--- config.mk ---
export PLATFORM = sky130hd
export DESIGN_NAME = ppl_port_pin_latch_mux
export DESIGN_NICKNAME = d
export VERILOG_FILES = /design/src/rtl/ppl_pkg.sv /design/src/rtl/ppl_pin_cell.sv /design/src/rtl/ppl_port_pin_latch_mux.sv
export SDC_FILE = /design/constraint.sdc
export NUM_CORES = 1
export LEC_CHECK = 0
export BUFFER_PORTS_ARGS = -buffer_cell sky130_fd_sc_hd__buf_2
export CAP_MARGIN = 20
export CORE_MARGIN = 4
export CORE_UTILIZATION = 53
export DETAILED_ROUTE_END_ITERATION = 10
export MAX_ROUTING_LAYER = met4
export PLACE_DENSITY = 0.87
export SYNTH_ARGS = -nofsm -noshare
export SYNTH_HDL_FRONTEND = slang
export SYNTH_SLANG_ARGS = --single-unit
--- constraint.sdc ---
create_clock -name clk -period 2.2 [get_ports clk]
set_input_delay 0.44 -clock clk [delete_from_list [all_inputs] [get_ports clk]]
set_output_delay 0.44 -clock clk [all_outputs]
set_load 0.01 [all_outputs]
--- src/rtl/ppl_pkg.sv ---
package ppl_pkg;
    // register offsets on the register port (word indices)
    localparam logic [3:0] OFS_U_LATCH = 4'h0;
    localparam logic [3:0] OFS_U_DIR = 4'h1;
    localparam logic [3:0] OFS_U_MODE = 4'h2;
    localparam logic [3:0] OFS_U_FUNC = 4'h3;
    localparam logic [3:0] OFS_U_ODRAIN = 4'h4;
    localparam logic [3:0] OFS_U_RISE = 4'h5;
    localparam logic [3:0] OFS_U_FALL = 4'h6;
    localparam logic [3:0] OFS_C_LATCH = 4'h8;
    localparam logic [3:0] OFS_C_DIR = 4'h9;
    localparam logic [3:0] OFS_C_MODE = 4'hA;
    localparam logic [3:0] OFS_IRQ_FLAG = 4'hB;
    // upper port pin positions
    localparam int ODRAIN_LO = 11;
    localparam int ODRAIN_HI = 12;
    localparam int IRQ_PIN_BASE = 13;
    localparam int NUM_IRQ = 3;
    // reset values: ports come up as plain inputs
    localparam logic [15:0] RST_LATCH = 16'h0000;
    localparam logic [15:0] RST_DIR = 16'hFFFF;
    localparam logic [15:0] RST_ZERO = 16'h0000;
    localparam logic [15:0] PORT_WIDTH = 16'h0010;
    // bus-control port: 0 wait,1 sysclk out,2 hold ack,3 hold req,4..7 chip selects,
    // 8 wr lo,9 wr hi,10 rd,11 addr strobe,12..19 upper addr 16..23,20..35 addr/data
    localparam int CTRL_PINS = 36;

    typedef struct packed {
        logic [3:0] addr;
        logic [15:0] wdata;
        logic wr;
        logic rd;
    } ppl_bus_t;
endpackage

--- src/rtl/ppl_pin_cell.sv ---
`timescale 1ns/10ps
`default_nettype none
// one pin: latch, direction and alternate-function mux
module ppl_pin_cell (
    // configuration
    input wire logic latch,
    input wire logic dir_in,
    input wire logic alt_mode,
    // alternate side
    input wire logic alt_out,
    input wire logic alt_oe,
    // pin
    output logic pin_out,
    output logic pin_oe
);
    // alternate function overrides latch and direction else plain port
    assign pin_out = alt_mode ? alt_out : latch;
    assign pin_oe = alt_mode ? alt_oe : ~dir_in;
endmodule
`default_nettype wire

--- src/rtl/ppl_port_pin_latch_mux.sv ---
// The implementer's own choices: the strobed register port and the register offsets.
`timescale 1ns/10ps
`default_nettype none
module ppl_port_pin_latch_mux
    import ppl_pkg::*;
(
    // clock and reset
    input wire logic clk,
    input wire logic reset,
    // register port
    input wire ppl_bus_t bus,
    output logic [15:0] rdata,
    // upper port pins
    input wire logic [15:0] up_pin_in,
    output logic [15:0] up_pin_out,
    output logic [15:0] up_pin_oe,
    // upper port alternates: address, serial and interrupt
    input wire logic [15:0] addr_low_out,
    input wire logic csi_b_serial_out,
    input wire logic csi_b_serial_clock_out,
    input wire logic csi_b_serial_clock_oe,
    output logic csi_b_serial_in,
    output logic csi_b_serial_clock_in,
    output logic [NUM_IRQ-1:0] ext_irq_pulse,
    // bus-control port pins
    input wire logic [CTRL_PINS-1:0] ctrl_pin_in,
    output logic [CTRL_PINS-1:0] ctrl_pin_out,
    output logic [CTRL_PINS-1:0] ctrl_pin_oe,
    // bus-controller alternates
    input wire logic [CTRL_PINS-1:0] bus_alt_out,
    input wire logic [CTRL_PINS-1:0] bus_alt_oe,
    output logic [CTRL_PINS-1:0] bus_alt_in
);
    logic [15:0] port_output_latch;
    logic [15:0] direction_control;
    logic [15:0] upper_port_mode_control;
    logic [15:0] upper_port_function_select;
    logic [15:0] open_drain_select;
    logic [15:0] rising_edge_select;
    logic [15:0] falling_edge_select;
    logic [CTRL_PINS-1:0] ctrl_latch;
    logic [CTRL_PINS-1:0] ctrl_dir;
    logic [CTRL_PINS-1:0] alt_mode_control;
    logic [NUM_IRQ-1:0] irq_prev;
    logic [NUM_IRQ-1:0] irq_flag;
    logic [15:0] next_rdata;

    // write decode
    wire wr_u_latch = bus.wr && bus.addr == OFS_U_LATCH;
    wire wr_u_dir = bus.wr && bus.addr == OFS_U_DIR;
    wire wr_u_mode = bus.wr && bus.addr == OFS_U_MODE;
    wire wr_u_func = bus.wr && bus.addr == OFS_U_FUNC;
    wire wr_u_od = bus.wr && bus.addr == OFS_U_ODRAIN;
    wire wr_u_rise = bus.wr && bus.addr == OFS_U_RISE;
    wire wr_u_fall = bus.wr && bus.addr == OFS_U_FALL;
    wire wr_c_latch = bus.wr && bus.addr == OFS_C_LATCH;
    wire wr_c_dir = bus.wr && bus.addr == OFS_C_DIR;
    wire wr_c_mode = bus.wr && bus.addr == OFS_C_MODE;
    wire wr_flag = bus.wr && bus.addr == OFS_IRQ_FLAG;

    // latches change only on their own write; read-modify-write arrives as a plain
    // write of a full word, so input-mode bits just take whatever software wrote
    always_ff @(posedge clk) begin
        if (reset) begin
            port_output_latch <= RST_LATCH;
            direction_control <= RST_DIR;
            upper_port_mode_control <= RST_ZERO;
            upper_port_function_select <= RST_ZERO;
            open_drain_select <= RST_ZERO;
            rising_edge_select <= RST_ZERO;
            falling_edge_select <= RST_ZERO;
        end else begin
            if (wr_u_latch) port_output_latch <= bus.wdata;
            if (wr_u_dir) direction_control <= bus.wdata;
            if (wr_u_mode) upper_port_mode_control <= bus.wdata;
            if (wr_u_func) upper_port_function_select <= bus.wdata;
            if (wr_u_od) open_drain_select <= bus.wdata;
            if (wr_u_rise) rising_edge_select <= bus.wdata;
            if (wr_u_fall) falling_edge_select <= bus.wdata;
        end
    end

    // bus-control port registers, 36 bits split over three words
    logic [1:0] c_sel;
    // low two data bits pick the word lane; upper bits carry data
    assign c_sel = bus.wdata[1:0];
    logic [CTRL_PINS-1:0] c_wmask, c_wval;
    always_comb begin
        c_wmask = '0;
        c_wval = '0;
        unique case (c_sel)
            2'h0: begin
                c_wmask = {{(CTRL_PINS-14){1'b0}}, 14'h3FFF};
                c_wval = {{(CTRL_PINS-14){1'b0}}, bus.wdata[15:2]};
            end
            2'h1: begin
                c_wmask = {{(CTRL_PINS-28){1'b0}}, 14'h3FFF, 14'h0000};
                c_wval = {{(CTRL_PINS-28){1'b0}}, bus.wdata[15:2], 14'h0000};
            end
            2'h2: begin
                c_wmask = {8'hFF, 28'h0000000};
                c_wval = {bus.wdata[9:2], 28'h0000000};
            end
            default: begin
                c_wmask = '0;
                c_wval = '0;
            end
        endcase
    end

    always_ff @(posedge clk) begin
        if (reset) begin
            ctrl_latch <= '0;
            ctrl_dir <= '1;
            alt_mode_control <= '0;
        end else begin
            if (wr_c_latch) ctrl_latch <= (ctrl_latch & ~c_wmask) | c_wval;
            if (wr_c_dir) ctrl_dir <= (ctrl_dir & ~c_wmask) | c_wval;
            if (wr_c_mode) alt_mode_control <= (alt_mode_control & ~c_wmask) | c_wval;
        end
    end

    // upper port alternate outputs: function 0 is address, 1 is serial or interrupt
    logic [15:0] up_alt_out, up_alt_oe;
    always_comb begin
        up_alt_out = addr_low_out;
        up_alt_oe = ~upper_port_function_select;
        // serial data out and clock on pins 11 and 12 ignore open drain
        if (upper_port_function_select[ODRAIN_LO]) begin
            up_alt_out[ODRAIN_LO] = csi_b_serial_out;
            up_alt_oe[ODRAIN_LO] = 1'b1;
        end
        if (upper_port_function_select[ODRAIN_HI]) begin
            up_alt_out[ODRAIN_HI] = csi_b_serial_clock_out;
            up_alt_oe[ODRAIN_HI] = csi_b_serial_clock_oe;
        end
    end

    // open drain applies only to plain port use: drive low, release high
    logic [15:0] up_cell_out, up_cell_oe;
    genvar gi;
    generate
        for (gi = 0; gi < 16; gi++) begin : g_up
            ppl_pin_cell u_cell (
                .latch(port_output_latch[gi]),
                .dir_in(direction_control[gi]),
                .alt_mode(upper_port_mode_control[gi]),
                .alt_out(up_alt_out[gi]),
                .alt_oe(up_alt_oe[gi]),
                .pin_out(up_cell_out[gi]),
                .pin_oe(up_cell_oe[gi])
            );
            assign up_pin_out[gi] = up_cell_out[gi];
            assign up_pin_oe[gi] = up_cell_oe[gi] &&
                !(open_drain_select[gi] && !upper_port_mode_control[gi] && up_cell_out[gi]);
        end
        for (gi = 0; gi < CTRL_PINS; gi++) begin : g_ctrl
            ppl_pin_cell u_cell (
                .latch(ctrl_latch[gi]),
                .dir_in(ctrl_dir[gi]),
                .alt_mode(alt_mode_control[gi]),
                .alt_out(bus_alt_out[gi]),
                .alt_oe(bus_alt_oe[gi]),
                .pin_out(ctrl_pin_out[gi]),
                .pin_oe(ctrl_pin_oe[gi])
            );
            // inputs reach the bus controller only in alternate mode
            assign bus_alt_in[gi] = alt_mode_control[gi] & ctrl_pin_in[gi];
        end
    endgenerate

    // serial inputs from pins 10 and 12
    assign csi_b_serial_in = upper_port_mode_control[10] & upper_port_function_select[10]
        & up_pin_in[10];
    assign csi_b_serial_clock_in = up_pin_in[ODRAIN_HI];

    // external interrupt edge detection on pins 13..15
    logic [NUM_IRQ-1:0] irq_en, irq_lvl, irq_edge;
    generate
        for (gi = 0; gi < NUM_IRQ; gi++) begin : g_irq
            assign irq_en[gi] = upper_port_mode_control[IRQ_PIN_BASE+gi]
                && upper_port_function_select[IRQ_PIN_BASE+gi];
            assign irq_lvl[gi] = up_pin_in[IRQ_PIN_BASE+gi];
            assign irq_edge[gi] = irq_en[gi] && (
                (rising_edge_select[IRQ_PIN_BASE+gi] && irq_lvl[gi] && !irq_prev[gi]) ||
                (falling_edge_select[IRQ_PIN_BASE+gi] && !irq_lvl[gi] && irq_prev[gi]));
        end
    endgenerate

    // edge flags: a new edge wins over a clear in the same cycle
    always_ff @(posedge clk) begin
        if (reset) begin
            irq_prev <= '0;
            irq_flag <= '0;
            ext_irq_pulse <= '0;
        end else begin
            irq_prev <= irq_lvl;
            ext_irq_pulse <= irq_edge;
            irq_flag <= (irq_flag & ~(wr_flag ? bus.wdata[NUM_IRQ-1:0] : '0)) | irq_edge;
        end
    end

    // read mux: output bits read the latch, input bits read the pin
    wire [15:0] up_read = (port_output_latch & ~direction_control)
        | (up_pin_in & direction_control);
    wire [CTRL_PINS-1:0] c_read = (ctrl_latch & ~ctrl_dir) | (ctrl_pin_in & ctrl_dir);
    always_comb begin
        next_rdata = 16'h0000;
        unique case (bus.addr)
            OFS_U_LATCH: next_rdata = up_read;
            OFS_U_DIR: next_rdata = direction_control;
            OFS_U_MODE: next_rdata = upper_port_mode_control;
            OFS_U_FUNC: next_rdata = upper_port_function_select;
            OFS_U_ODRAIN: next_rdata = open_drain_select;
            OFS_U_RISE: next_rdata = rising_edge_select;
            OFS_U_FALL: next_rdata = falling_edge_select;
            OFS_C_LATCH: next_rdata = c_read[15:0];
            OFS_C_DIR: next_rdata = ctrl_dir[15:0];
            OFS_C_MODE: next_rdata = alt_mode_control[15:0];
            OFS_IRQ_FLAG: next_rdata = {13'h0000, irq_flag};
            default: next_rdata = 16'h0000;
        endcase
    end

    // read data valid only in the cycle after the strobe
    always_ff @(posedge clk) begin
        if (reset) rdata <= 16'h0000;
        else rdata <= bus.rd ? next_rdata : 16'h0000;
    end

    // assertions
    property p_alt_override;
        @(posedge clk) disable iff (reset)
        upper_port_mode_control[0] |-> up_pin_out[0] == addr_low_out[0] || up_alt_oe[0] == 1'b0;
    endproperty
    a_alt_override: assert property (p_alt_override) else $error("alt mode not taken");

    property p_input_float;
        @(posedge clk) disable iff (reset)
        !upper_port_mode_control[1] && direction_control[1] |-> !up_pin_oe[1];
    endproperty
    a_input_float: assert property (p_input_float) else $error("input pin driven");

    property p_write_latch;
        @(posedge clk) disable iff (reset)
        wr_u_latch |=> port_output_latch == $past(bus.wdata);
    endproperty
    a_write_latch: assert property (p_write_latch) else $error("latch not written");

    property p_hold_latch;
        @(posedge clk) disable iff (reset)
        !wr_u_latch |=> $stable(port_output_latch);
    endproperty
    a_hold_latch: assert property (p_hold_latch) else $error("latch changed");

    property p_drive_latch;
        @(posedge clk) disable iff (reset)
        !upper_port_mode_control[2] && !direction_control[2] && !open_drain_select[2]
        |-> up_pin_oe[2] && up_pin_out[2] == port_output_latch[2];
    endproperty
    a_drive_latch: assert property (p_drive_latch) else $error("output not driven");

    property p_read_out;
        @(posedge clk) disable iff (reset)
        bus.rd && bus.addr == OFS_U_LATCH && direction_control == 16'h0000
        |=> rdata == $past(port_output_latch);
    endproperty
    a_read_out: assert property (p_read_out) else $error("read not latch");

    property p_read_in;
        @(posedge clk) disable iff (reset)
        bus.rd && bus.addr == OFS_U_LATCH && direction_control == 16'hFFFF
        |=> rdata == $past(up_pin_in);
    endproperty
    a_read_in: assert property (p_read_in) else $error("read not pin");

    property p_irq_rise;
        @(posedge clk) disable iff (reset)
        irq_en[0] && rising_edge_select[IRQ_PIN_BASE] && irq_lvl[0] && !irq_prev[0]
        |=> ext_irq_pulse[0] && irq_flag[0];
    endproperty
    a_irq_rise: assert property (p_irq_rise) else $error("edge missed");

    property p_write_lane;
        @(posedge clk) disable iff (reset)
        wr_c_latch && bus.wdata[1:0] == 2'h0 |=> ctrl_latch[13:0] == $past(bus.wdata[15:2]);
    endproperty
    a_write_lane: assert property (p_write_lane) else $error("lane write lost");

    property p_ctrl_alt;
        @(posedge clk) disable iff (reset)
        alt_mode_control[0]
        |-> ctrl_pin_oe[0] == bus_alt_oe[0] && ctrl_pin_out[0] == bus_alt_out[0];
    endproperty
    a_ctrl_alt: assert property (p_ctrl_alt) else $error("bus pin not handed over");

    property p_ctrl_plain;
        @(posedge clk) disable iff (reset)
        !alt_mode_control[4] && !ctrl_dir[4]
        |-> ctrl_pin_oe[4] && ctrl_pin_out[4] == ctrl_latch[4];
    endproperty
    a_ctrl_plain: assert property (p_ctrl_plain) else $error("bus pin not plain output");

    property p_irq_fall;
        @(posedge clk) disable iff (reset)
        irq_en[2] && falling_edge_select[IRQ_PIN_BASE+2] && !irq_lvl[2] && irq_prev[2]
        |=> ext_irq_pulse[2] && irq_flag[2];
    endproperty
    a_irq_fall: assert property (p_irq_fall) else $error("falling edge missed");

    property p_irq_quiet;
        @(posedge clk) disable iff (reset)
        !irq_en[1] |=> !ext_irq_pulse[1];
    endproperty
    a_irq_quiet: assert property (p_irq_quiet) else $error("pulse on plain pin");

    property p_flag_clear;
        @(posedge clk) disable iff (reset)
        wr_flag && bus.wdata[0] && !irq_edge[0] |=> !irq_flag[0];
    endproperty
    a_flag_clear: assert property (p_flag_clear) else $error("flag not cleared");

    property p_rmw_out;
        @(posedge clk) disable iff (reset)
        wr_u_latch && !upper_port_mode_control[3] && !direction_control[3]
        && !open_drain_select[3] |=> up_pin_oe[3] && up_pin_out[3] == $past(bus.wdata[3]);
    endproperty
    a_rmw_out: assert property (p_rmw_out) else $error("new latch not on pin");

    property p_write_in;
        @(posedge clk) disable iff (reset)
        wr_u_latch && !upper_port_mode_control[1] && direction_control[1]
        |=> !up_pin_oe[1] && port_output_latch[1] == $past(bus.wdata[1]);
    endproperty
    a_write_in: assert property (p_write_in) else $error("input write misbehaved");
endmodule
`default_nettype wire

==> run summary, run 1 <==
CELLS AND AREA
------------------------------------------------------------------------------------
Number of non-filler instances in the completed layout ................         2071
Most common cell after layout, fill and taps aside ....................        buf_2
Fraction of final layout cells with drive strength greater than 1 .....       0.3073
Number of nets at the end of the flow .................................         1902
Final Core Density ....................................................       0.6536
Area delta synth->final ...............................................       20.58%
Most used cells in the layout excluding fill and tap cells ............ buf_2, nand2_1, dfxtp_1, mux2i_1, a21oi_1
Fill cell instance count of the final layout ..........................         1860

ROUTING
------------------------------------------------------------------------------------
DRC errors left .......................................................            0
WL/cell ...............................................................     20.84 um
Sum of routed wire length over all layers .............................     43150 um
Starting DRT DRC Count ................................................         1475
Initial DRT Pass Iterations ...........................................            6
Remaining antenna violation count .....................................            0
Vias post-DR ..........................................................        12230
Vias/cell .............................................................        5.905

CLOCKING
------------------------------------------------------------------------------------
Count of buffers added by post-CTS timing repair for setup ............            0
Root buffer cell ......................................................    clkbuf_16
Clock slew at reported path FFs .......................................      0.06 ns
Number of sinks handled by clock tree synthesis .......................          245
CTS buffer count ......................................................           25
Htree depth ...........................................................            1
TritonCTS clock tree ..................................................          yes
Clock insertion delay at the later pin of the skew report .............      0.53 ns
Post-cts hold buffer count ............................................            0
Maximum buffer depth of the clock tree ................................            3
Number of cells upsized or downsized after cts ........................            0

TIMING
------------------------------------------------------------------------------------
Rel. slew slack .......................................................       0.4152
Ratio of final minimum period to clock period .........................       0.8939
Endpoints failing hold ................................................            0
Min cycle time layout .................................................     1.967 ns
Total Negative Setup Slacks ...........................................         0 ns
Final worst-path setup slack ..........................................    0.2335 ns
Final setup violation count ...........................................            0
Tightest Pin Transition ...............................................    0.8772 ns
Number of pins exceeding their max-slew limit in the final report .....            0
FMAX ..................................................................    508.5 MHz
Setup repair after global routing missed its margin ...................        false
Clock skew after layout ...............................................   0.01261 ns

FLOORPLAN
------------------------------------------------------------------------------------
Area of the die .......................................................   25880 um^2
Starting Density ......................................................       0.5421
Die W .................................................................     160.9 um
Standard-cell row count ...............................................           55
I/O pins ..............................................................          328
Die boundary height ...................................................     160.9 um
Floorplan core area ...................................................   22850 um^2

RUN
------------------------------------------------------------------------------------
Maxcap violations .....................................................            0

SETUP PATH
------------------------------------------------------------------------------------
Crit end category ..................................................... primary output
Peak fanout along the critical path ...................................            6
Critical path required time ...........................................      1.76 ns
Startpoint-to-endpoint class of the critical path ..................... register to primary output
Critical Path Start Type ..............................................     register
WP data arrival .......................................................      1.53 ns

LOGIC SYNTHESIS
------------------------------------------------------------------------------------
Share of the yosys chip area belonging to registers ...................       0.3960
Ys Warns ..............................................................            0
Number of standard cells after synthesis ..............................         1488
Post-synth cell types .................................................           60
Synthesized Nets ......................................................         1655
Dominant register cell in the synthesized netlist .....................      dfxtp_1
Proportion of synthesized flip-flops having asynchronous set or reset .            0
Number of flops mapped to enable cells by yosys .......................            0
Syn Std Cell Area .....................................................   12380 um^2
Syn Area/Cell .........................................................   8.323 um^2
#FFs+latches synth ....................................................          245

PLACE
------------------------------------------------------------------------------------
Placer congestion estimate ............................................       0.9876
PortBufs ..............................................................          327
Number of cells after detailed placement ..............................         2021
DP Wirelength .........................................................     30970 um
Setup Slack @ Placement ...............................................  -0.04986 ns

OUTCOME
------------------------------------------------------------------------------------
Run status ............................................................ complete, no violations

GLOBAL ROUTE
------------------------------------------------------------------------------------
Global-route wire length before repair ................................     65470 um
Pin count of the biggest net entering global routing ..................           76
Number of global-route vias before repair .............................        11821
GRT overflow ..........................................................            0
Total routing usage reported by global routing ........................       0.3240
Antenna violations before repair ......................................            3

POWER AND IR DROP
------------------------------------------------------------------------------------
Peak supply drop ......................................................  0.0005409 V
Power per cell area ................................................... 666.6 nW/um^2
Leakage dissipation ...................................................     6.831 nW

HOLD PATH
------------------------------------------------------------------------------------
Class of the tightest hold or removal check ........................... input pin to register

==> path summary, 6_finish.rpt <==
path | start | endpoint | slack, ns | cells past startpoint
setup / recovery | alt_mode_control[14] | ctrl_pin_out[14] | 0.23 | 2
hold / removal | reset | upper_port_function_select[15] | 0.16 | 2
setup reg to reg | ctrl_dir[14] | rdata[14] | 0.63 | 5
hold reg to reg | ctrl_latch[17] | ctrl_latch[17] | 0.46 | 2
==> area by class of cell <==
type | instances | area (um^2) | area share
clock buffers | 30 | 664.4 | 0.04449
repair buffers | 415 | 2387 | 0.1599
flip-flops and latches | 245 | 4905 | 0.3284
clock inverters | 16 | 216.5 | 0.01450
well taps | 313 | 391.6 | 0.02623
multi-input cells | 1039 | 6325 | 0.4235
diodes | 4 | 10.01 | 0.0006703
inverters | 9 | 33.78 | 0.002262
==> worst max-delay path, stage by stage, from the launching register on <==
cell and delay [ns]:
dfxtp_1 0.49, mux2_2 0.38, buf_2 0.14
==> power by group <==
| group | internal, mW | switching [mW] |
|---|---|---|
| clock network | 2.75 | 1.81 |
| logic | 0.333 | 0.539 |
| registers | 4.48 | 0.0442 |
==> per-layer routing <==
metal	share of wire	wire, um	track usage
met5	0	0	-
met3	0.11	4573	0.05671
met1	0.38	16570	0.4098
met2	0.46	19920	0.5140
met4	0.048	2086	0.1373
==> sequential cells by signal, summed over array words and instances (netlist names), named ones only <==
register / cells
alt_mode_control: 28
ctrl_dir: 28
ctrl_latch: 28
direction_control: 16
ext_irq_pulse: 3
falling_edge_select: 16
irq_flag: 3
irq_prev: 3
open_drain_select: 16
port_output_latch: 16
rdata: 16
rising_edge_select: 16
upper_port_function_select: 16
upper_port_mode_control: 16
==> cell usage after synthesis, types with 4 or more instances <==
| library cell | instances | area share |
|---|---|---|
| inv_1 | 8 | 0.0024 |
| a21oi_1 | 121 | 0.049 |
| buf_2 | 33 | 0.013 |
| dfxtp_1 | 245 | 0.40 |
| nand3_1 | 48 | 0.019 |
| a211oi_1 | 5 | 0.0030 |
| nand2b_1 | 7 | 0.0035 |
| o22a_1 | 6 | 0.0042 |
| o211ai_1 | 6 | 0.0036 |
| nand3b_1 | 16 | 0.0097 |
| o32ai_1 | 6 | 0.0042 |
| nor2b_1 | 14 | 0.0071 |
| nor3_1 | 5 | 0.0020 |
| a31o_2 | 4 | 0.0028 |
| a31oi_1 | 16 | 0.0081 |
| a22oi_1 | 10 | 0.0061 |
| buf_4 | 93 | 0.056 |
| and2_1 | 39 | 0.020 |
| clkbuf_1 | 64 | 0.019 |
| a222oi_1 | 4 | 0.0032 |
| mux2_2 | 58 | 0.053 |
| o2bb2ai_1 | 8 | 0.0057 |
| o21ai_0 | 46 | 0.019 |
| nand2_1 | 305 | 0.092 |
| a32o_1 | 8 | 0.0065 |
| nor2_1 | 107 | 0.032 |
| a22o_1 | 15 | 0.011 |
| mux2i_1 | 134 | 0.11 |
==> cells by family (layout without fill, tap and decap cells) <==
| logic type | Yosys count | after routing | synth area share |
|---|---|---|---|
| flip-flops | 245 | 245 | 0.3960 |
| buffers and inverters | 204 | 470 | 0.09467 |
| AND/OR/NAND/NOR | 578 | 578 | 0.2135 |
| AO/OA/AOI/OAI | 269 | 269 | 0.1348 |
| multiplexers | 192 | 192 | 0.1610 |
| other | 0 | 4 | 0 |
==> metrics by stage <==
stage | total power [mW] | instance area, um^2 | hold WS [ns]
floorplan | 5.040 | 12380 | 0.4294
global placement | 5.445 | 14040 | 0.4468
detailed placement | 5.463 | 14040 | 0.4545
CTS | 9.949 | 14920 | 0.1513
global route | 10.22 | 14930 | 0.1606
finish | 9.955 | 14930 | 0.1613
Power figures use the tool's default switching activity.
==> run 2, diff against run 1 <==
--- a/config.mk
+++ b/config.mk
@@ -5,6 +5,7 @@
 export SDC_FILE = /design/constraint.sdc
 export NUM_CORES = 1
 export LEC_CHECK = 0
+export ABC_AREA = 1
 export BUFFER_PORTS_ARGS = -buffer_cell sky130_fd_sc_hd__buf_2
 export CAP_MARGIN = 20
 export CORE_MARGIN = 4
==> run summary, run 2 <==
OUTCOME
------------------------------------------------------------------------------------
Run status ............................................................ complete, no violations   unchanged

LOGIC SYNTHESIS
------------------------------------------------------------------------------------
#FFs+latches synth ....................................................          245   unchanged
Commonest cells post-synth ............................................ nand2_1, o21ai_0, dfxtp_1   was nand2_1, dfxtp_1, mux2i_1
Most repeated cell in the gate-level netlist after synthesis ..........      nand2_1   unchanged
Syn Area/Cell .........................................................   6.625 um^2   was 8.323 um^2
Share of the yosys chip area belonging to registers ...................       0.3981   was 0.3960
Number of standard cells after synthesis ..............................         1860   was 1488
Dominant cell type by area after synthesis ............................      dfxtp_1   unchanged
Dominant register cell in the synthesized netlist .....................      dfxtp_1   unchanged
Post-synth top area share .............................................       0.3981   was 0.3960
Number of flops mapped to enable cells by yosys .......................            0   unchanged
Post-synth cell types .................................................           24   was 60
Ys Warns ..............................................................            0   unchanged
Synthesized Nets ......................................................         2027   was 1655
Proportion of synthesized flip-flops having asynchronous set or reset .            0   unchanged
Top post-synthesis cells by area ...................................... dfxtp_1, o21ai_0, nand2_1, inv_1, nand3_1   was dfxtp_1, mux2i_1, nand2_1, buf_4, mux2_2
Syn Std Cell Area .....................................................   12320 um^2   was 12380 um^2

TIMING
------------------------------------------------------------------------------------
Final worst-path setup slack ..........................................    0.1538 ns   was 0.2335 ns
Endpoints failing hold ................................................            0   unchanged
Clock skew after layout ...............................................  0.007770 ns   was 0.01261 ns
Tightest Pin Transition ...............................................    0.6045 ns   was 0.8772 ns
Ratio of final minimum period to clock period .........................       0.9301   was 0.8939
Min cycle time layout .................................................     2.046 ns   was 1.967 ns
Setup repair after global routing missed its margin ...................        false   unchanged
Number of pins exceeding their max-slew limit in the final report .....            0   unchanged
Final setup violation count ...........................................            0   unchanged
Total Negative Setup Slacks ...........................................         0 ns   unchanged
Rel. slew slack .......................................................       0.5960   was 0.4152
FMAX ..................................................................    488.7 MHz   was 508.5 MHz

FLOORPLAN
------------------------------------------------------------------------------------
Standard-cell row count ...............................................           55   unchanged
Starting Density ......................................................       0.5410   was 0.5421
Die boundary height ...................................................     160.5 um   was 160.9 um
Floorplan core area ...................................................   22780 um^2   was 22850 um^2
Area of the die .......................................................   25750 um^2   was 25880 um^2
Die W .................................................................     160.5 um   was 160.9 um
I/O pins ..............................................................          328   unchanged

POWER AND IR DROP
------------------------------------------------------------------------------------
Peak supply drop ......................................................  0.0004842 V   was 0.0005409 V
PnR Total Power .......................................................     9.920 mW   was 9.955 mW
Leakage dissipation ...................................................     7.169 nW   was 6.831 nW
Power per cell area ................................................... 683.6 nW/um^2   was 666.6 nW/um^2

SETUP PATH
------------------------------------------------------------------------------------
Critical Path Start Type ..............................................     register   unchanged
Crit-path max cell delay ..............................................      0.41 ns   was 0.49 ns
Startpoint-to-endpoint class of the critical path ..................... register to primary output   unchanged
Crit path buf inv count ...............................................            2   was 1
Total number of cells along the worst setup path ......................            3   was 2
Standard cell with the maximum stage delay on the critical path .......      dfxtp_1   unchanged
Peak fanout along the critical path ...................................            5   was 6
Reg2Reg Depth .........................................................            7   was 5
Crit end category ..................................................... primary output   unchanged
WP data arrival .......................................................      1.61 ns   was 1.53 ns
Worst path cell trace ................................................. inv_1 -> a21oi_1 -> buf_2   was mux2_2 -> buf_2
Critical path required time ...........................................      1.76 ns   about the same
Delay-heaviest family, CP .............................................   flip-flops   unchanged

GLOBAL ROUTE
------------------------------------------------------------------------------------
GRT overflow ..........................................................            0   unchanged
Total routing usage reported by global routing ........................       0.3063   was 0.3240
Global-route wire length before repair ................................     62690 um   was 65470 um
Number of global-route vias before repair .............................        12139   was 11821
Antenna violations before repair ......................................            2   was 3
Pin count of the biggest net entering global routing ..................           54   was 76

CLOCKING
------------------------------------------------------------------------------------
Maximum buffer depth of the clock tree ................................            3   unchanged
Htree depth ...........................................................            1   unchanged
Number of sinks handled by clock tree synthesis .......................          245   unchanged
CTS buffer count ......................................................           27   was 25
Clock insertion delay at the later pin of the skew report .............      0.52 ns   was 0.53 ns
Clock slew at reported path FFs .......................................      0.06 ns   about the same
TritonCTS clock tree ..................................................          yes   unchanged
Number of cells upsized or downsized after cts ........................            0   unchanged
Root buffer cell ......................................................    clkbuf_16   unchanged
Count of buffers added by post-CTS timing repair for setup ............            0   unchanged
Post-cts hold buffer count ............................................            0   unchanged

PLACE
------------------------------------------------------------------------------------
PortBufs ..............................................................          327   unchanged
Setup Slack @ Placement ...............................................    0.1226 ns   was -0.04986 ns
Area post-placement ...................................................   13620 um^2   was 14040 um^2
Placer congestion estimate ............................................        1.006   was 0.9876
DP Wirelength .........................................................     28780 um   was 30970 um

ROUTING
------------------------------------------------------------------------------------
DRC errors left .......................................................            0   unchanged
Starting DRT DRC Count ................................................         1213   was 1475
Sum of routed wire length over all layers .............................     40610 um   was 43150 um
Vias/cell .............................................................        5.437   was 5.905
WL/cell ...............................................................     16.97 um   was 20.84 um
Initial DRT Pass Iterations ...........................................            7   was 6
Vias post-DR ..........................................................        13011   was 12230
Remaining antenna violation count .....................................            0   unchanged

CELLS AND AREA
------------------------------------------------------------------------------------
Area delta synth->final ...............................................       17.77%   was 20.58%
Fraction of final layout cells with drive strength greater than 1 .....       0.2008   was 0.3073
Number of nets at the end of the flow .................................         2227   was 1902
Cell area after layout ................................................   14510 um^2   was 14930 um^2
Final Core Density ....................................................       0.6371   was 0.6536
Most common cell after layout, fill and taps aside ....................      nand2_1   was buf_2
Most used cells in the layout excluding fill and tap cells ............ nand2_1, buf_2, o21ai_0, dfxtp_1, inv_1   was buf_2, nand2_1, dfxtp_1, mux2i_1, a21oi_1
Largest registers ..................................................... alt_mode_control x28, ctrl_dir x28, ctrl_latch x28   unchanged

RUN
------------------------------------------------------------------------------------
Maxcap violations .....................................................            0   unchanged

HOLD PATH
------------------------------------------------------------------------------------
Hold path cells .......................................................            3   was 2
Class of the tightest hold or removal check ........................... input pin to register   unchanged

run 2: logic make-up (layout without fill, tap and decap cells):
| kind of cell | after synthesis | after routing | synth area share |
|---|---|---|---|
| AND/OR/NAND/NOR | 682 | 682 | 0.2288 |
| buffers and inverters | 433 | 650 | 0.1627 |
| other | 0 | 3 | 0 |
| flip-flops | 245 | 245 | 0.3981 |
| AO/OA/AOI/OAI | 500 | 500 | 0.2105 |
run 2: power by group:
| group | switching, mW | internal (mW) |
|---|---|---|
| clock network | 1.75 | 2.74 |
| registers | 0.0533 | 4.51 |
| logic | 0.567 | 0.299 |
run 2: area by class of cell:
class,count,area (um^2)
multi-input combinational,1182,5430
sequential,245,4905
inverter,244,918.4
fill,2042,8267
clock buffer,40,804.5
tap,313,391.6
clock inverter,6,82.58
antenna,3,7.507
timing repair buffer,360,1972
run 2: worst reg2reg max path: cells and delay by family, from the launching register on:
kind	cells	cell delay, ns
flip-flops	1	0.39
AO/OA/AOI/OAI	1	0.12
AND/OR/NAND/NOR	5	0.57
buffers and inverters	1	0.05
run 2: per-layer routing:
layer  wire [um]  up-vias  track usage  share of wire
li1            -     6318            -              -
met1       16070     5855       0.3760           0.40
met2       19180      715       0.5136           0.47
met3        3761      123      0.03900          0.093
met4        1600        0       0.1224          0.039
met5           0        -            -              0
run 2: worst paths after layout:
| path | slack [ns] | endpoint | startpoint |
|---|---|---|---|
| max | 0.15 | up_pin_oe[13] | upper_port_mode_control[13] |
| min | 0.19 | irq_prev[2] | up_pin_in[15] |
| max reg2reg | 0.96 | rdata[2] | ctrl_dir[2] |
| min reg2reg | 0.44 | falling_edge_select[5] | falling_edge_select[5] |
run 2: per-stage QoR:
| step | std cells | hold WS, ns |
|---|---|---|
| 2_1_floorplan | 1860 | 0.4239 |
| 3_3_place_gp | 2344 | 0.4298 |
| 3_5_place_dp | 2344 | 0.4341 |
| 4_1_cts | 2390 | 0.1811 |
| 5_1_grt | 2392 | 0.2020 |
| 6_report | 2393 | 0.1949 |
==> run 3, diff against run 2 <==
--- a/config.mk
+++ b/config.mk
@@ -6,13 +6,13 @@
 export NUM_CORES = 1
 export LEC_CHECK = 0
 export ABC_AREA = 1
-export BUFFER_PORTS_ARGS = -buffer_cell sky130_fd_sc_hd__buf_2
 export CAP_MARGIN = 20
 export CORE_MARGIN = 4
-export CORE_UTILIZATION = 53
+export CORE_UTILIZATION = 55
 export DETAILED_ROUTE_END_ITERATION = 10
+export DONT_BUFFER_PORTS = 1
 export MAX_ROUTING_LAYER = met4
-export PLACE_DENSITY = 0.87
+export PLACE_DENSITY = 0.77
 export SYNTH_ARGS = -nofsm -noshare
 export SYNTH_HDL_FRONTEND = slang
 export SYNTH_SLANG_ARGS = --single-unit
==> run summary, run 3 (synthesis results as in run 2) <==
HOLD PATH
--------------------------------------------------------------------------------
Class of the tightest hold or removal check ....................... input pin to register   unchanged
Hold wc startpoint ................................................        reset   was up_pin_in[15]
WHS Endpoint ...................................................... ext_irq_pulse[1]   was irq_prev[2]
Hold path cells ...................................................            1   was 3

CELLS AND AREA
--------------------------------------------------------------------------------
Most common cell after layout, fill and taps aside ................      nand2_1   unchanged
Most used cells in the layout excluding fill and tap cells ........ nand2_1, o21ai_0, dfxtp_1, inv_1, nand3_1   was nand2_1, buf_2, o21ai_0, dfxtp_1, inv_1
Largest registers ................................................. alt_mode_control x28, ctrl_dir x28, ctrl_latch x28   unchanged
Fraction of final layout cells with drive strength greater than 1 .      0.04748   was 0.2008
Number of inserted diodes .........................................            0   was 3
Cell area after layout ............................................   12750 um^2   was 14510 um^2
Area delta synth->final ...........................................       3.452%   was 17.77%
Number of nets at the end of the flow .............................         1896   was 2227
Number of non-filler instances in the completed layout ............         2028   was 2393

CLOCKING
--------------------------------------------------------------------------------
Clock insertion delay at the later pin of the skew report .........      0.52 ns   about the same
Htree depth .......................................................            1   unchanged
TritonCTS clock tree ..............................................          yes   unchanged
Clock slew at reported path FFs ...................................      0.06 ns   about the same
Root buffer cell ..................................................    clkbuf_16   unchanged
CTS buffer count ..................................................           27   unchanged
Number of sinks handled by clock tree synthesis ...................          245   unchanged
Maximum buffer depth of the clock tree ............................            3   unchanged

ROUTING
--------------------------------------------------------------------------------
Starting DRT DRC Count ............................................          994   was 1213
WL/cell ...........................................................     18.42 um   was 16.97 um
DRC errors left ...................................................            0   unchanged
Vias/cell .........................................................        5.583   was 5.437
Vias post-DR ......................................................        11323   was 13011
Remaining antenna violation count .................................            0   unchanged
Initial DRT Pass Iterations .......................................            5   was 7
Sum of routed wire length over all layers .........................     37360 um   was 40610 um

TIMING
--------------------------------------------------------------------------------
Final setup violation count .......................................            0   unchanged
Number of pins exceeding their max-slew limit in the final report .            0   unchanged
Tightest Pin Transition ...........................................    0.7243 ns   was 0.6045 ns
Clock skew after layout ...........................................   0.01119 ns   was 0.007770 ns
Total Negative Setup Slacks .......................................         0 ns   unchanged
Ratio of final minimum period to clock period .....................       0.8726   was 0.9301
Min cycle time layout .............................................     1.920 ns   was 2.046 ns
Rel. slew slack ...................................................       0.5120   was 0.5960
FMAX ..............................................................    520.9 MHz   was 488.7 MHz
Endpoints failing hold ............................................            0   unchanged
Setup repair after global routing missed its margin ...............        false   unchanged

SETUP PATH
--------------------------------------------------------------------------------
WP data arrival ...................................................      1.48 ns   was 1.61 ns
Delay-heaviest family, CP ......................................... compound AO/OA/AOI/OAI gates   was flip-flops
Reg-to-reg endpoint ...............................................     rdata[1]   was rdata[2]
Startpoint of the worst-slack reg-to-reg timing path ..............  ctrl_dir[1]   was ctrl_dir[2]
Startpoint-to-endpoint class of the critical path ................. register to primary output   unchanged
Worst path cell trace ............................................. inv_1 -> o21ai_0   was inv_1 -> a21oi_1 -> buf_2
Reg2Reg Depth .....................................................            7   unchanged
Crit path buf inv count ...........................................            1   was 2
Critical Path Start Type ..........................................     register   unchanged
Critical path required time .......................................      1.76 ns   about the same
Crit end category ................................................. primary output   unchanged
Standard cell with the maximum stage delay on the critical path ...      o21ai_0   was dfxtp_1
Setup slack of the most critical reg-to-reg path ..................      0.86 ns   was 0.96 ns
Crit-path max cell delay ..........................................      0.58 ns   was 0.41 ns
Peak fanout along the critical path ...............................            3   was 5

RUN
--------------------------------------------------------------------------------
Maxcap violations .................................................            0   unchanged

GLOBAL ROUTE
--------------------------------------------------------------------------------
Antenna violations before repair ..................................            2   unchanged
Global-route wire length before repair ............................     56720 um   was 62690 um
Pin count of the biggest net entering global routing ..............          122   was 54
GRT overflow ......................................................            0   unchanged
Total routing usage reported by global routing ....................       0.2966   was 0.3063
Number of global-route vias before repair .........................        10328   was 12139

POWER AND IR DROP
--------------------------------------------------------------------------------
Seq pwr share .....................................................        0.481   was 0.460
Proportion of power drawn by the clock network ....................        0.462   was 0.453
Power dissipated by switching net loads ...........................     2.224 mW   was 2.374 mW
Power per cell area ............................................... 745.2 nW/um^2   was 683.6 nW/um^2
Cell internal power dissipation ...................................     7.276 mW   was 7.546 mW
Peak supply drop ..................................................  0.0005709 V   was 0.0004842 V
Leakage dissipation ...............................................     5.579 nW   was 7.169 nW
PnR Total Power ...................................................     9.500 mW   was 9.920 mW
Proportion of power drawn by combinational gates ..................        0.058   was 0.087
Proportion of total power due to net switching ....................       0.2341   was 0.2394

PLACE
--------------------------------------------------------------------------------
Area post-placement ...............................................   11880 um^2   was 13620 um^2
Number of cells after detailed placement ..........................         1979   was 2344
Placer congestion estimate ........................................       0.9580   was 1.006
PortBufs ..........................................................            0   was 327
DP Wirelength .....................................................     25630 um   was 28780 um

FLOORPLAN
--------------------------------------------------------------------------------
Starting Density ..................................................       0.5611   was 0.5410
Standard-cell row count ...........................................           54   was 55
Floorplan core area ...............................................   21960 um^2   was 22780 um^2
Area of the die ...................................................   24860 um^2   was 25750 um^2
Die boundary height ...............................................     157.7 um   was 160.5 um
Die W .............................................................     157.7 um   was 160.5 um
I/O pins ..........................................................          328   unchanged

OUTCOME
--------------------------------------------------------------------------------
Run status ........................................................ complete, no violations   unchanged

==> run 3: worst max-delay path by stage <==
stage                                     from  depth (start not counted)                           to
detailed placement                     bus[19]                          7   upper_port_mode_control[5]
finish                   port_output_latch[14]                          2               up_pin_out[14]
CTS                 upper_port_mode_control[4]                          2                 up_pin_oe[4]
global placement                       bus[19]                          7  upper_port_mode_control[12]
floorplan                               bus[1]                          7               ctrl_latch[10]
global route             direction_control[14]                          3                up_pin_oe[14]
==> run 3: per-layer routing <==
| metal | up-vias | global-route usage | routed length [um] |
|---|---|---|---|
| met2 | 571 | 0.4830 | 17660 |
| met3 | 69 | 0.04237 | 3213 |
| met1 | 5039 | 0.3800 | 15200 |
| li1 | 5644 | - | - |
| met4 | 0 | 0.1008 | 1280 |
| met5 | - | - | 0 |
==> run 3: timing repair <==
action / in CTS / in global routing
setup buffers: 0 / 0
hold endpoints to repair: 8 / 0
resized for setup: 0 / 0
hold buffers: 1 / 0
setup endpoints to repair: 0 / 0
==> run 3: area by class of cell <==
cell class / instances / area [um^2]
fill: 2073 / 9211
multi-input combinational: 1182 / 5430
sequential: 245 / 4905
inverter: 244 / 918.4
clock buffer: 43 / 805.8
tap: 280 / 350.3
timing repair buffer: 29 / 282.8
clock inverter: 5 / 55.05
==> run 3: power by group through the flow <==
| stage | registers [mW] | logic (mW) | clock network, mW |
|---|---|---|---|
| floorplan | 4.65 | 0.459 | 0 |
| global placement | 4.66 | 0.527 | 0 |
| detailed placement | 4.66 | 0.536 | 0 |
| CTS | 4.57 | 0.543 | 4.44 |
| global route | 4.57 | 0.612 | 4.64 |
| finish | 4.57 | 0.548 | 4.38 |
==> run 3: per-stage QoR <==
| step | worst slack [ns] | hold WS (ns) | util |
|---|---|---|---|
| CTS | 0.2867 | 0.009326 | 0.5805 |
| finish | 0.2803 | 0.02285 | 0.5805 |
| floorplan | 0.6349 | 0.4239 | - |
| global placement | 0.4454 | 0.4319 | 0.5409 |
| global route | 0.2000 | 0.004764 | 0.5805 |
| detailed placement | 0.4150 | 0.4356 | 0.5409 |
